File: src/shared/ctu_pkg.sv
// package for the charge time unit control block: register map, fields, types
package ctu_pkg;

  // ****************************************
  // register map (byte addresses, word per register)
  // ****************************************
  localparam logic [11:0] CTU_EDGE_SELECT_STATUS_LOW_IDX = 12'hFB2;
  localparam logic [11:0] CTU_UNIT_CONTROL_HIGH_IDX = 12'hFB3;
  localparam logic [11:0] CTU_DELAY_SOURCE_IDX = 12'hFB4;
  localparam logic [11:0] CTU_IRQ_STATUS_IDX = 12'hFB5;
  localparam logic [11:0] CTU_IRQ_MASK_IDX = 12'hFB6;
  localparam logic [13:0] CTU_ADDR_LOW = {CTU_EDGE_SELECT_STATUS_LOW_IDX, 2'b00};
  localparam logic [13:0] CTU_ADDR_HIGH = {CTU_UNIT_CONTROL_HIGH_IDX, 2'b00};
  localparam logic [13:0] CTU_ADDR_DSRC = {CTU_DELAY_SOURCE_IDX, 2'b00};
  localparam logic [13:0] CTU_ADDR_ISTAT = {CTU_IRQ_STATUS_IDX, 2'b00};
  localparam logic [13:0] CTU_ADDR_IMASK = {CTU_IRQ_MASK_IDX, 2'b00};

  // ****************************************
  // reset values, write mask and response codes
  // ****************************************
  localparam logic [7:0] CTU_LOW_RESET = 8'h00;
  localparam logic [7:0] CTU_HIGH_RESET = 8'h00;
  localparam logic [7:0] CTU_HIGH_WMASK = 8'hBF;
  localparam logic [1:0] CTU_RESP_OKAY = 2'h0;
  localparam logic [1:0] CTU_RESP_SLVERR = 2'h2;

  // ****************************************
  // edge source codes
  // ****************************************
  localparam logic [1:0] CTU_SRC_TIMER = 2'h0;
  localparam logic [1:0] CTU_SRC_COMPARE = 2'h1;
  localparam logic [1:0] CTU_SRC_PIN_TWO = 2'h2;
  localparam logic [1:0] CTU_SRC_PIN_ONE = 2'h3;

  // interrupt status bit positions
  localparam int CTU_IRQ_EDGE_ONE = 0;
  localparam int CTU_IRQ_EDGE_TWO = 1;
  localparam int CTU_IRQ_PULSE = 2;

  typedef struct packed {
    logic module_enable;
    logic unused6;
    logic stop_in_idle;
    logic time_generation_enable;
    logic edge_gate;
    logic edge_ordering_enable;
    logic discharge_control;
    logic trigger_enable;
  } ctu_ctrl_high_t;

  typedef struct packed {
    logic edge_two_polarity;
    logic [1:0] edge_two_source;
    logic edge_one_polarity;
    logic [1:0] edge_one_source;
    logic edge_two_flag;
    logic edge_one_flag;
  } ctu_ctrl_low_t;

  // edge inputs from the pins and internal sources
  typedef struct packed {
    logic external_edge_pin_one;
    logic external_edge_pin_two;
    logic compare_module_output;
    logic timer_one_module;
    logic delay_input_pin;
    logic comparator_two_out;
  } ctu_edges_t;

  // power state inputs
  typedef struct packed {
    logic sleep_mode;
    logic idle_mode;
  } ctu_power_t;

  // analog and trigger controls
  typedef struct packed {
    logic current_source_on;
    logic current_output_grounded;
    logic special_event_trigger;
    logic pulse_output_pin;
  } ctu_analog_t;

  // AXI4-Lite slave signals
  typedef struct packed {
    logic awvalid;
    logic [13:0] awaddr;
    logic wvalid;
    logic [31:0] wdata;
    logic [3:0] wstrb;
    logic bready;
    logic arvalid;
    logic [13:0] araddr;
    logic rready;
  } ctu_axi_req_t;

  typedef struct packed {
    logic awready;
    logic wready;
    logic bvalid;
    logic [1:0] bresp;
    logic arready;
    logic rvalid;
    logic [31:0] rdata;
    logic [1:0] rresp;
  } ctu_axi_rsp_t;

endpackage : ctu_pkg

File: src/verilog/ctu_edge_pulse_ctrl.sv
// charge time unit control: edge selection, edge flags, current source, pulse delay, AXI4-Lite registers
//
// Functional notes
// time generation makes a clock-independent pulse from external input or comparator; here the pulse is one clock wide, after the two sync flops.
// delay source clear follows comparator 2; set follows external delay pin.
// comparator mode pulses once delay capacitor reaches the reference trip.
// external mode pulses as soon as the delay input goes high.
// software sets up comparator, enables time generation, then sets edge one flag.
// any sleep mode disables the current source.
// idle keeps running unless stop in idle set, which disables current source.
// every reset clears all registers; unit disabled, source off.
// after reset software pulses discharge control to drain the circuit.
// module enable turns unit on or off; bit six reads zero.
// edge gate passes selected edges when set, blocks all when clear.
// ordering set means edge two counts only after edge one.
// discharge control grounds the current source output while set.
// trigger enable gates the special event trigger output.
// polarity bit selects rising when set, falling when clear, per edge.
// two-bit source: 11 pin one, 10 pin two, 01 compare, 00 timer.
// edge flags set on their events and are software writable.
// current source charges while edge one flag set and edge two clear.
`timescale 1ns/1ps

module ctu_edge_pulse_ctrl
  import ctu_pkg::*;
(
  input wire logic clock,
  input wire logic sys_rst,
  input wire ctu_pkg::ctu_axi_req_t axi_req,
  output ctu_pkg::ctu_axi_rsp_t axi_rsp,
  input wire ctu_pkg::ctu_edges_t edges_in,
  input wire ctu_pkg::ctu_power_t power_in,
  output ctu_pkg::ctu_analog_t analog_out,
  output logic irq
);
  import ctu_pkg::*;

  // ****************************************
  // state
  // ****************************************
  typedef struct packed {
    ctu_edges_t sync1;
    ctu_edges_t sync2;
    ctu_power_t psync1;
    ctu_power_t psync2;
    logic [3:0] prev_src;
    logic prev_delay;
    ctu_ctrl_high_t high;
    ctu_ctrl_low_t low;
    logic delay_source_select;
    logic [2:0] irq_status;
    logic [2:0] irq_mask;
    logic aw_got;
    logic [13:0] aw_addr;
    logic w_got;
    logic [31:0] w_data;
    logic [3:0] w_strb;
    ctu_axi_rsp_t rsp;
    ctu_analog_t ana;
    logic irq;
  } ctu_state_t;

  ctu_state_t state_q;
  ctu_state_t state_d;

  logic [3:0] src_lvl;
  logic [1:0] edge_hit;

  // edge sources ordered by source code
  assign src_lvl = {state_q.sync2.external_edge_pin_one, state_q.sync2.external_edge_pin_two,
                    state_q.sync2.compare_module_output, state_q.sync2.timer_one_module};

  // ****************************************
  // per channel edge detection
  // ****************************************
  genvar gi;
  generate
    for (gi = 0; gi < 2; gi++) begin : g_edge
      logic [1:0] sel;
      logic pol;
      logic cur;
      logic prv;
      assign sel = (gi == 0) ? state_q.low.edge_one_source : state_q.low.edge_two_source;
      assign pol = (gi == 0) ? state_q.low.edge_one_polarity : state_q.low.edge_two_polarity;
      assign cur = src_lvl[sel];
      assign prv = state_q.prev_src[sel];
      // rising when polarity set, falling when clear
      assign edge_hit[gi] = pol ? (cur & ~prv) : (~cur & prv);
    end
  endgenerate

  always_comb begin
    logic ev1;
    logic ev2;
    logic pulse_src;
    logic pulse_fire;
    logic run;
    logic wr_go;
    logic rd_clr;
    logic [31:0] rd_val;
    logic [2:0] irq_set;
    ev1 = 1'b0;
    ev2 = 1'b0;
    pulse_src = 1'b0;
    pulse_fire = 1'b0;
    run = 1'b0;
    wr_go = 1'b0;
    rd_clr = 1'b0;
    rd_val = 32'h0000_0000;
    irq_set = 3'h0;
    state_d = state_q;

    // ****************************************
    // pin synchronisers
    // ****************************************
    state_d.sync1 = edges_in;
    state_d.sync2 = state_q.sync1;
    state_d.psync1 = power_in;
    state_d.psync2 = state_q.psync1;
    state_d.prev_src = src_lvl;

    // unit is active when module enable is set, unless sleeping or idle with stop in idle
    run = state_q.high.module_enable
          & ~state_q.psync2.sleep_mode
          & ~(state_q.psync2.idle_mode & state_q.high.stop_in_idle);

    // ****************************************
    // edge events
    // ****************************************
    ev1 = run & state_q.high.edge_gate & edge_hit[0];
    ev2 = run & state_q.high.edge_gate & edge_hit[1]
          & (~state_q.high.edge_ordering_enable | state_q.low.edge_one_flag);

    // ****************************************
    // pulse delay generation
    // ****************************************
    // the pulse is made in the clock domain: the analog edge is sampled, and the pulse lasts one clock
    pulse_src = state_q.delay_source_select ? state_q.sync2.delay_input_pin
                                            : state_q.sync2.comparator_two_out;
    state_d.prev_delay = pulse_src;
    pulse_fire = run & state_q.high.time_generation_enable & state_q.low.edge_one_flag
                 & pulse_src & ~state_q.prev_delay;

    // ****************************************
    // AXI4-Lite write
    // ****************************************
    if (axi_req.awvalid && state_q.rsp.awready) begin
      state_d.aw_got = 1'b1;
      state_d.aw_addr = axi_req.awaddr;
    end
    if (axi_req.wvalid && state_q.rsp.wready) begin
      state_d.w_got = 1'b1;
      state_d.w_data = axi_req.wdata;
      state_d.w_strb = axi_req.wstrb;
    end
    wr_go = state_q.aw_got & state_q.w_got & ~state_q.rsp.bvalid;
    if (wr_go) begin
      state_d.aw_got = 1'b0;
      state_d.w_got = 1'b0;
      state_d.rsp.bvalid = 1'b1;
      state_d.rsp.bresp = CTU_RESP_OKAY;
      unique case (state_q.aw_addr)
        CTU_ADDR_LOW: begin
          if (state_q.w_strb[0]) begin
            state_d.low = ctu_ctrl_low_t'(state_q.w_data[7:0]);
          end
        end
        CTU_ADDR_HIGH: begin
          if (state_q.w_strb[0]) begin
            state_d.high = ctu_ctrl_high_t'(state_q.w_data[7:0] & CTU_HIGH_WMASK);
          end
        end
        CTU_ADDR_DSRC: begin
          if (state_q.w_strb[0]) begin
            state_d.delay_source_select = state_q.w_data[0];
          end
        end
        CTU_ADDR_IMASK: begin
          if (state_q.w_strb[0]) begin
            state_d.irq_mask = state_q.w_data[2:0];
          end
        end
        CTU_ADDR_ISTAT: begin
          state_d.rsp.bresp = CTU_RESP_OKAY;
        end
        default: begin
          state_d.rsp.bresp = CTU_RESP_SLVERR;
        end
      endcase
    end
    if (state_q.rsp.bvalid && axi_req.bready) begin
      state_d.rsp.bvalid = 1'b0;
    end
    state_d.rsp.awready = ~state_d.aw_got & ~state_d.rsp.bvalid;
    state_d.rsp.wready = ~state_d.w_got & ~state_d.rsp.bvalid;

    // ****************************************
    // AXI4-Lite read
    // ****************************************
    if (axi_req.arvalid && state_q.rsp.arready) begin
      state_d.rsp.rvalid = 1'b1;
      state_d.rsp.rresp = CTU_RESP_OKAY;
      unique case (axi_req.araddr)
        CTU_ADDR_LOW: rd_val = {24'h00_0000, state_q.low};
        CTU_ADDR_HIGH: rd_val = {24'h00_0000, state_q.high};
        CTU_ADDR_DSRC: rd_val = {31'h0000_0000, state_q.delay_source_select};
        CTU_ADDR_IMASK: rd_val = {29'h0000_0000, state_q.irq_mask};
        CTU_ADDR_ISTAT: begin
          rd_val = {29'h0000_0000, state_q.irq_status};
          rd_clr = 1'b1;
        end
        default: state_d.rsp.rresp = CTU_RESP_SLVERR;
      endcase
      state_d.rsp.rdata = rd_val;
    end
    if (state_q.rsp.rvalid && axi_req.rready) begin
      state_d.rsp.rvalid = 1'b0;
    end
    state_d.rsp.arready = ~state_d.rsp.rvalid;

    // ****************************************
    // edge flags: hardware set wins over a software clear in the same cycle
    // ****************************************
    if (ev1) begin
      state_d.low.edge_one_flag = 1'b1;
    end
    if (ev2) begin
      state_d.low.edge_two_flag = 1'b1;
    end

    // ****************************************
    // interrupts: sticky, cleared by reading, new events win
    // ****************************************
    irq_set[CTU_IRQ_EDGE_ONE] = ev1;
    irq_set[CTU_IRQ_EDGE_TWO] = ev2;
    irq_set[CTU_IRQ_PULSE] = pulse_fire;
    state_d.irq_status = (rd_clr ? 3'h0 : state_q.irq_status) | irq_set;
    state_d.irq = |(state_d.irq_status & state_d.irq_mask);

    // ****************************************
    // analog controls
    // ****************************************
    state_d.ana.current_source_on = run & state_q.low.edge_one_flag & ~state_q.low.edge_two_flag;
    state_d.ana.current_output_grounded = state_q.high.discharge_control;
    // trigger fires when the measurement window closes on edge two
    state_d.ana.special_event_trigger = state_q.high.trigger_enable & ev2;
    state_d.ana.pulse_output_pin = pulse_fire;
  end

  // ****************************************
  // registers
  // ****************************************
  always_ff @(posedge clock or posedge sys_rst) begin
    if (sys_rst) begin
      state_q <= '0;
      state_q.high <= ctu_ctrl_high_t'(CTU_HIGH_RESET);
      state_q.low <= ctu_ctrl_low_t'(CTU_LOW_RESET);
    end else begin
      state_q <= state_d;
    end
  end

  assign axi_rsp = state_q.rsp;
  assign analog_out = state_q.ana;
  assign irq = state_q.irq;

endmodule : ctu_edge_pulse_ctrl

File: config.mk
export PLATFORM = sky130hd
export DESIGN_NAME = ctu_edge_pulse_ctrl
export DESIGN_NICKNAME = d
export VERILOG_FILES = /design/src/shared/ctu_pkg.sv /design/src/verilog/ctu_edge_pulse_ctrl.sv
export SDC_FILE = /design/constraint.sdc
export NUM_CORES = 1
export LEC_CHECK = 0
export BUFFER_PORTS_ARGS = -buffer_cell sky130_fd_sc_hd__buf_2
export CORE_ASPECT_RATIO = 1.75
export CORE_UTILIZATION = 57
export CTS_BUF_LIST = sky130_fd_sc_hd__clkbuf_8
export DETAILED_ROUTE_END_ITERATION = 12
export PLACE_DENSITY = 0.95
export SLEW_MARGIN = 10
export SYNTH_ARGS = -nofsm -noshare
export SYNTH_HDL_FRONTEND = slang
export SYNTH_SLANG_ARGS = --single-unit
File: constraint.sdc
create_clock -name clock -period 6.95 [get_ports clock]
set_clock_uncertainty 0.05 [all_clocks]
set_input_delay 0.3475 -clock clock [delete_from_list [all_inputs] [get_ports clock]]
set_output_delay 0.3475 -clock clock [all_outputs]
set_load 0.005 [all_outputs]
## Word-level counts from Yosys, hierarchy flattened

Index checks and enable logic that the tools add are counted.

| word-level totals | value |
|---|---|
| flip-flop bits (word level) | 141 |
| bits of input ports | 79 |
| output and inout bits | 46 |
| logic and storage cells | 156 |

| operators by class | value |
|---|---|
| order comparisons | 2 |
| equal/unequal tests | 10 |
| mux-type cells | 34 |
| bitwise operators | 39 |
| reduce and logical (&&, ||, !) cells | 19 |

Operators by type and width:

| cell | count |
|---|---|
| == test 14 bit, second input constant | 10 |
| case mux 8 bit (5 select lines) | 1 |
| 2-to-1 mux 37 bit | 1 |
| 2-to-1 mux 35 bit | 1 |
| bitwise AND 1 bit | 22 |
| 2-to-1 mux 1 bit | 16 |
| 2-to-1 mux 15 bit | 1 |
| 2-to-1 mux 3 bit | 5 |
| AND reduction 3 bit | 5 |
| inverter 1 bit | 14 |
| nonzero test 2 bit | 6 |
| OR reduction 5 bit | 2 |
| binary-select mux 1 bit (select 2 bit) | 4 |
| 2-to-1 mux 2 bit | 4 |
| < comparator 2 x 3 -> 1 bit, second input constant | 2 |
| logical AND 1 bit | 5 |
| 2-to-1 mux 4 bit | 1 |
| bitwise AND 3 bit | 1 |
| OR 3 bit | 1 |
| OR reduction 3 bit | 1 |
| OR 1 bit | 1 |

## Logic depth before layout (Yosys ltp)

Gate-level depths: netlist (run 1).

| logic depth | value |
|---|---|
| depth after elaboration | 10 |
| mapped depth | 6 |

## Least setup slack after synthesis (run 1)

Ideal clock, no wire load.

| timing path | value |
|---|---|
| kind | flip-flop to flip-flop |
| from | register state_q[84] (netlist bit) |
| to | register state_q (netlist bit state_d[3]) |
| library setup time | 125 ps |
| arrival time | 2108 ps |
| setup slack | 4666 ps |
| cell stages (with the launch flop) | 7 |
| path buffers | 1 |
| cell sequence | dfrtp_1 or4b_4 nor4_4 nand2_2 or3_1 buf_6 mux2_4 |

| between the ends | value |
|---|---|
| word-level cells in the longest chain between the ends | 2 |

RTL lines:

| element | line | RTL |
|---|---|---|
| from (decl) | ctu_edge_pulse_ctrl.sv:63 | `ctu_state_t state_q;` |
| from (signal assigned) | ctu_edge_pulse_ctrl.sv:259 | `state_q <= state_d;` |
| == test 14 bit | ctu_edge_pulse_ctrl.sv:162 | `unique case (state_q.aw_addr)` |
| AND reduction 3 bit (no source line) | n/a |  |

No other way between the ends.
A chain may end at the register's enable or synchronous reset.

## Worst setup path in the final report (run 1)

| timing path | value |
|---|---|
| from | register state_q[84] (netlist bit) |
| to | register state_q[120] (netlist bit) |

Same word-level chain as after synthesis.

==> results by group, run 1 <==
Logic synthesis
  • Mean Syn Cell Area: 12.9 µm²
  • Post-synth top area share: 56.6%
  • Synth top area cells: dfrtp_1, mux2_2, buf_4
  • EDFF count, synth: 0
  • Leading area contributor after synthesis: dfrtp_1
  • Synthesized flop and latch total: 88
  • Post-synthesis cell type count: 48
  • Top FF cell, synth: dfrtp_1
  • Synth Cell Area: 0.00389 mm²
  • FFs w/ async S/R, synth: 100%
  • Cells after synthesis: 301
  • Seq/Total Area, Yosys: 56.6%
  • Synth warn: 0

Power and ir drop
  • Lkg Pwr: 0.00219 µW
  • VDD IR-drop max: 0.228 mV
  • P per Cell Area: 273 mW/mm²

Min path
  • Worst hold path type: input pin to flip-flop
  • Hold Path Sink: state_d[127]
  • Hold path startpoint: power_in[1]
  • Cell count of the worst hold path: 1

Run
  • Max_cap viols: 0

Global routing
  • Largest net degree at the start of global routing: 89
  • Initial antenna violation count: 0
  • Grt ovf: 0
  • First-pass GRT wire length: 11.3 mm
  • GRT Util Overall: 21.3%
  • Vias in the first global route: 2473

Outcome
  • Status: finished, final reports clean

Timing
  • Relative slew margins: 28.4%
  • Min Tclk post-route: 2.60 ns
  • Fmax: 385 MHz
  • Final period util: 37.4%
  • RSZ-0062 raised after global routing: false
  • Fin. Hold Viols: 0
  • Setup TNS Final: 0 ns
  • Max Slew Vio Count: 0
  • Slew @ Worst Pin: 1.07 ns
  • Setup violators final: 0

Final layout
  • Cell area after layout: 0.00425 mm²
  • Final Util: 65.0%
  • Layout Nets: 439
  • N_diodes: 0
  • Share of cells above drive strength 1: 37.6%
  • Layout area overhead: 9.09%

Drt
  • TritonRoute pass-1 iters: 4
  • # DRC: 0
  • Routed length per instance: 15.5 µm
  • Vias per cell: 5.36
  • ANT nets after route: 0
  • Vias: 2392
  • Iter 0 DRT Violations: 92
  • Total routed wirelength: 6.90 mm

Placement
  • Post-DP HPWL: 5.14 mm
  • Final GP Congestion: 0.820
  • Dpl cell area: 0.00409 mm²
  • IO Port Bufs: 71

Setup path
  • Worst EP arrival: 2.78 ns
  • Worst path max stage delay: 0.58 ns
  • Slowest CP cell: or4b_4
  • WS Path Type: flip-flop to flip-flop
  • Critical Path Sink Type: flip-flop
  • Crit-path cells: or4b_4, nor4_4, nand2_2, or3_1, mux2_4
  • Depth of the worst register-to-register path: 5
  • Flop2flop setup slack: 4.35 ns
  • CP Launch Type: flip-flop
  • RR Endpoint: state_q[120]
  • Worst-path fanout max: 7
  • Required @ worst endpoint: 7.14 ns
  • Worst R2R Start: state_q[84]

Clock tree
  • CTS Hold Bufs: 0
  • Worst-Skew Late Latency: 0.35 ns
  • Number of H-tree levels: 3
  • Clock Tree Buf Depth: 2
  • Clk sinks: 88
  • Inserted Clock Buffers: 9
  • Reg clk slew, reported paths: 0.08 ns
  • TritonCTS clock tree: built
  • Root Buffer: clkbuf_8
  • Post-CTS sizing: 0
  • Post-CTS setup buffer count: 0

Floorplan
  • CORE AREA: 0.00654 mm²
  • Number of cell rows: 39
  • Ports: 125
  • Vert. Die Dim: 111 µm
  • Starting Density: 59.5%
  • Die Wd: 64.5 µm
  • Die footprint: 0.00718 mm²
placed cells by master, fill, tap and decap left out, types with 5 or more instances in the layout:
| cell type | instances |
|---|---|
| a21oi_1 | 8 |
| nand3_1 | 6 |
| conb_1 | 26 |
| inv_1 | 16 |
| o21ai_0 | 6 |
| clkbuf_8 | 9 |
| mux2_2 | 32 |
| buf_2 | 71 |
| nand2_1 | 16 |
| a22o_1 | 6 |
| nor2_1 | 8 |
| mux2_4 | 7 |
| nor2b_1 | 5 |
| dfrtp_1 | 88 |
where the power goes:
part	leakage [µW]	switching, µW	total (µW)	internal (µW)
clock	0.0000872	166	289	123
combinational	0.00100	89.5	201	111
sequential	0.00110	67.9	671	604
layer usage:
layer / share of wire [%] / GRT usage, %
met1: 36 / 22.2
met2: 55 / 37.8
met3: 5.3 / 4.92
met4: 4.0 / 12.1
met5: 0 / 0
worst max-delay path by stage:
stage / from / cells after the start / endpoint
4_1_cts: state_q[84] / 5 / state_q[120]
3_3_place_gp: axi_req[2] / 6 / irq
2_1_floorplan: sys_rst / 1 / analog_out[0]
3_5_place_dp: axi_req[2] / 6 / irq
5_1_grt: state_q[84] / 5 / state_q[120]
6_report: state_q[84] / 5 / state_q[120]
synthesized netlist by cell type, drive strengths merged, types with 5 or more instances:
| master | number |
|---|---|
| dfrtp | 88 |
| nand3 | 6 |
| o21ai | 6 |
| mux2 | 39 |
| nor2 | 8 |
| inv | 15 |
| a21oi | 8 |
| a22o | 6 |
| buf | 47 |
| nand2 | 17 |
| nor2b | 5 |
worst max-delay path, delay by kind of cell (launching register included):
kind             cells  cell delay [ns]
flip-flops           1             0.38
AND/OR/NAND/NOR      4             1.68
multiplexers         1             0.38
stage by stage:
step | worst slack [ns] | total power, µW | std cells | hold WS [ns]
after floorplan | 4.27 | 836 | 326 | 0.281
after global routing | 4.29 | 1220 | 446 | 0.0324
final | 4.35 | 1160 | 446 | 0.0420
after detailed placement | 4.40 | 884 | 431 | 0.285
after global placement | 4.42 | 863 | 431 | 0.284
after CTS | 4.36 | 1170 | 446 | 0.0320
registers in the layout, indices dropped and copies added (netlist names):
name / cells
state_d: 9
analog_out: 4
state_q: 49
g_edge.sel: 4
src_lvl: 4
g_edge.pol: 2
irq: 1
axi_rsp: 15
area by class of cell:
type,instances,area [µm²]
Fill cell,507,2290
Clock inverter,6,30.0
Multi-Input combinational cell,174,1370
Timing Repair Buffer,72,363
Tap cell,82,103
Inverter,15,57.6
Sequential cell,88,2200
Clock buffer,9,124
cell families after synthesis:
| group | count (synthesis) | share of synthesized area (%) |
|---|---|---|
| compound gates | 38 | 7.33 |
| buf+inv | 64 | 10.7 |
| flops | 88 | 56.6 |
| mux | 46 | 15.0 |
| other cells | 1 | 0.0963 |
| simple gates | 64 | 10.3 |
Power figures use the tool's default switching activity.
==> inputs of run 2 (changes only) <==
--- a/config.mk
+++ b/config.mk
@@ -7,10 +7,10 @@
 export LEC_CHECK = 0
 export BUFFER_PORTS_ARGS = -buffer_cell sky130_fd_sc_hd__buf_2
 export CORE_ASPECT_RATIO = 1.75
-export CORE_UTILIZATION = 57
+export CORE_UTILIZATION = 53
 export CTS_BUF_LIST = sky130_fd_sc_hd__clkbuf_8
 export DETAILED_ROUTE_END_ITERATION = 12
-export PLACE_DENSITY = 0.95
+export PLACE_DENSITY = 0.91
 export SLEW_MARGIN = 10
 export SYNTH_ARGS = -nofsm -noshare
 export SYNTH_HDL_FRONTEND = slang
==> constraint.sdc (replaced) <==
create_clock -name clock -period 2.6 [get_ports clock]
set_clock_uncertainty 0.05 [all_clocks]
set_input_delay 0.13 -clock clock [delete_from_list [all_inputs] [get_ports clock]]
set_output_delay 0.13 -clock clock [all_outputs]
set_load 0.005 [all_outputs]
==> results by group, run 2 (synthesis results as in run 1) <==
Outcome
  • Status: finished, final reports clean

Clock tree
  • Post-CTS sizing: 0 (unchanged)
  • Clk sinks: 88 (unchanged)
  • TritonCTS clock tree: built
  • Root Buffer: clkbuf_8
  • Post-CTS setup buffer count: 0 (unchanged)
  • Clock Tree Buf Depth: 2 (unchanged)
  • Worst-Skew Late Latency: 0.36 ns (about the same)
  • Reg clk slew, reported paths: 0.08 ns (about the same)
  • Inserted Clock Buffers: 9 (unchanged)
  • Number of H-tree levels: 3 (unchanged)

Drt
  • Iter 0 DRT Violations: 119 (+29%)
  • Wire length on met3: 338 µm (-7.1%)
  • Vias per cell: 5.21 (-2.9%)
  • TritonRoute pass-1 iters: 4 (unchanged)
  • Met2 Wirelength: 4.12 mm (+9.1%)
  • ANT nets after route: 0 (unchanged)
  • Vias: 2542 (+6.3%)
  • M1 wire length: 2.76 mm (+12%)
  • Total routed wirelength: 7.45 mm (+8.1%)
  • Top Layer Used: met4
  • # DRC: 0 (unchanged)
  • Routed length per instance: 15.3 µm (-1.2%)

Setup path
  • Worst-path fanout max: 7 (unchanged)
  • Depth of the worst register-to-register path: 5 (unchanged)
  • WS Path Type: flip-flop to flip-flop
  • Required @ worst endpoint: 2.80 ns (-4.34 ns)
  • Worst EP arrival: 2.62 ns (-0.16 ns)
  • CP Launch Type: flip-flop
  • Critical Path Sink Type: flip-flop

Final layout
  • Share of cells above drive strength 1: 35.1% (-2.6 points)
  • Post-Layout Cell Count: 488 (+9.4%)
  • Sequential cell area: 0.00220 mm² (unchanged)
  • Largest reg by FF count: state_q
  • Layout area overhead: 20.5%
  • N_diodes: 0 (unchanged)
  • Most frequent cells in the layout: dfrtp_1, buf_2, dlygate4sd3_1
  • Final Util: 65.3% (+0.37 points)
  • Max reg flops: 49 (unchanged)
  • Multi-input gate area: 0.00137 mm² (unchanged)
  • Most common cell after layout, fill and taps aside: dfrtp_1
  • Fill cells: 552 (+8.9%)
  • Layout Nets: 477 (+8.7%)
  • Cell area after layout: 0.00469 mm² (+10%)

Global routing
  • Vias in the first global route: 2627 (+6.2%)
  • GRT Util Overall: 21.8% (+0.59 points)
  • First-pass GRT wire length: 12.0 mm (+6.9%)
  • Largest net degree at the start of global routing: 57 (-36%)
  • Initial antenna violation count: 0 (unchanged)
  • Grt ovf: 0 (unchanged)

Floorplan
  • Number of cell rows: 41 (+5.1%)
  • Ports: 125 (unchanged)
  • Vert. Die Dim: 115 µm (+3.6%)
  • Die footprint: 0.00771 mm² (+7.4%)
  • CORE AREA: 0.00718 mm² (+9.8%)
  • Die Wd: 66.8 µm (+3.6%)
  • Starting Density: 54.2% (-5.3 points)

Power and ir drop
  • Switching power: 897 µW (+180%)
  • Combinational Power Share: 17.5% (+0.2 points)
  • P per Cell Area: 716 mW/mm² (+160%)
  • Clock share of power: 28.9% (+4.0 points)
  • Sw Share: 26.7% (-1.2 points)
  • Reg power frac: 53.6% (-4.2 points)
  • VDD IR-drop max: 0.589 mV (+160%)
  • Int Pwr: 2460 µW (+190%)
  • Lkg Pwr: 0.00237 µW (+8.5%)

Timing
  • RSZ-0062 raised after global routing: false
  • Setup TNS Final: 0 ns (unchanged)
  • Hold Slack: 0.0262 ns (-0.0158 ns)
  • Fmax: 415 MHz (+7.8%)
  • Slew @ Worst Pin: 0.679 ns (-0.395 ns)
  • Final period util: 92.7% (+55 points)
  • Min Tclk post-route: 2.41 ns (-0.188 ns)
  • Fin. Hold Viols: 0 (unchanged)
  • Max Slew Vio Count: 0 (unchanged)
  • Setup violators final: 0 (unchanged)
  • Relative slew margins: 54.6% (+26 points)

Placement
  • Dpl cell area: 0.00413 mm² (+0.79%)
  • IO Port Bufs: 71 (unchanged)
  • Post-DP HPWL: 5.17 mm (+0.66%)
  • Dpl cells: 437 (+1.4%)
  • Final GP Congestion: 0.864 (+5.4%)

Min path
  • Cell count of the worst hold path: 3 (+2)
  • Worst hold path type: input pin to flip-flop

Run
  • Max_cap viols: 0 (unchanged)
[run 2: worst paths after layout]
check                        startpoint            to  slack, ns
max                         state_q[84]  state_q[116]       0.19
min                         axi_req[15]    axi_rsp[1]       0.03
max reg2reg                 state_q[84]  state_q[116]       0.19
min reg2reg                state_d[130]  state_q[130]       0.30
max in group asynchronous       sys_rst   state_q[85]       1.52
min in group asynchronous       sys_rst  state_q[124]       0.31
[run 2: timing repair]
item,in CTS,in global routing
hold buffers,36,0
endpoints found under the hold margin,69,0
setup endpoints to repair,0,0
[run 2: worst max-delay path, stage by stage, from the launching register on]
cell and delay, ns:
dfrtp_1 0.39, or4b_4 0.56, nor4_4 0.31, nand2_2 0.08, or3_1 0.53, mux2_4 0.38
[run 2: power by group through the flow]
stage / Combinational [µW] / Clock, µW / Sequential (µW)
floorplan: 472 / 0 / 1760
global placement: 513 / 0 / 1800
detailed placement: 543 / 0 / 1820
CTS: 588 / 987 / 1800
global route: 648 / 1030 / 1830
finish: 586 / 972 / 1800
[run 2: cell type report]
cell class	instances	area share, %
Multi-Input combinational cell	174	29.2
Timing Repair Buffer	110	16.0
Clock inverter	3	0.853
Sequential cell	88	46.9
Clock buffer	12	3.52
Inverter	15	1.23
Tap cell	86	2.29
[run 2: per-stage QoR]
stage,setup WS (ns),power [µW]
2_1_floorplan,0.141,2240
3_5_place_dp,0.180,2370
3_3_place_gp,0.255,2310
5_1_grt,0.104,3510
4_1_cts,0.175,3370
6_report,0.189,3360
[run 2: layer usage]
layer / up-vias / track usage (%)
met5: - / 0
met4: 0 / 15.2
li1: 1188 / -
met3: 17 / 4.07
met2: 96 / 38.5
met1: 1241 / 22.5
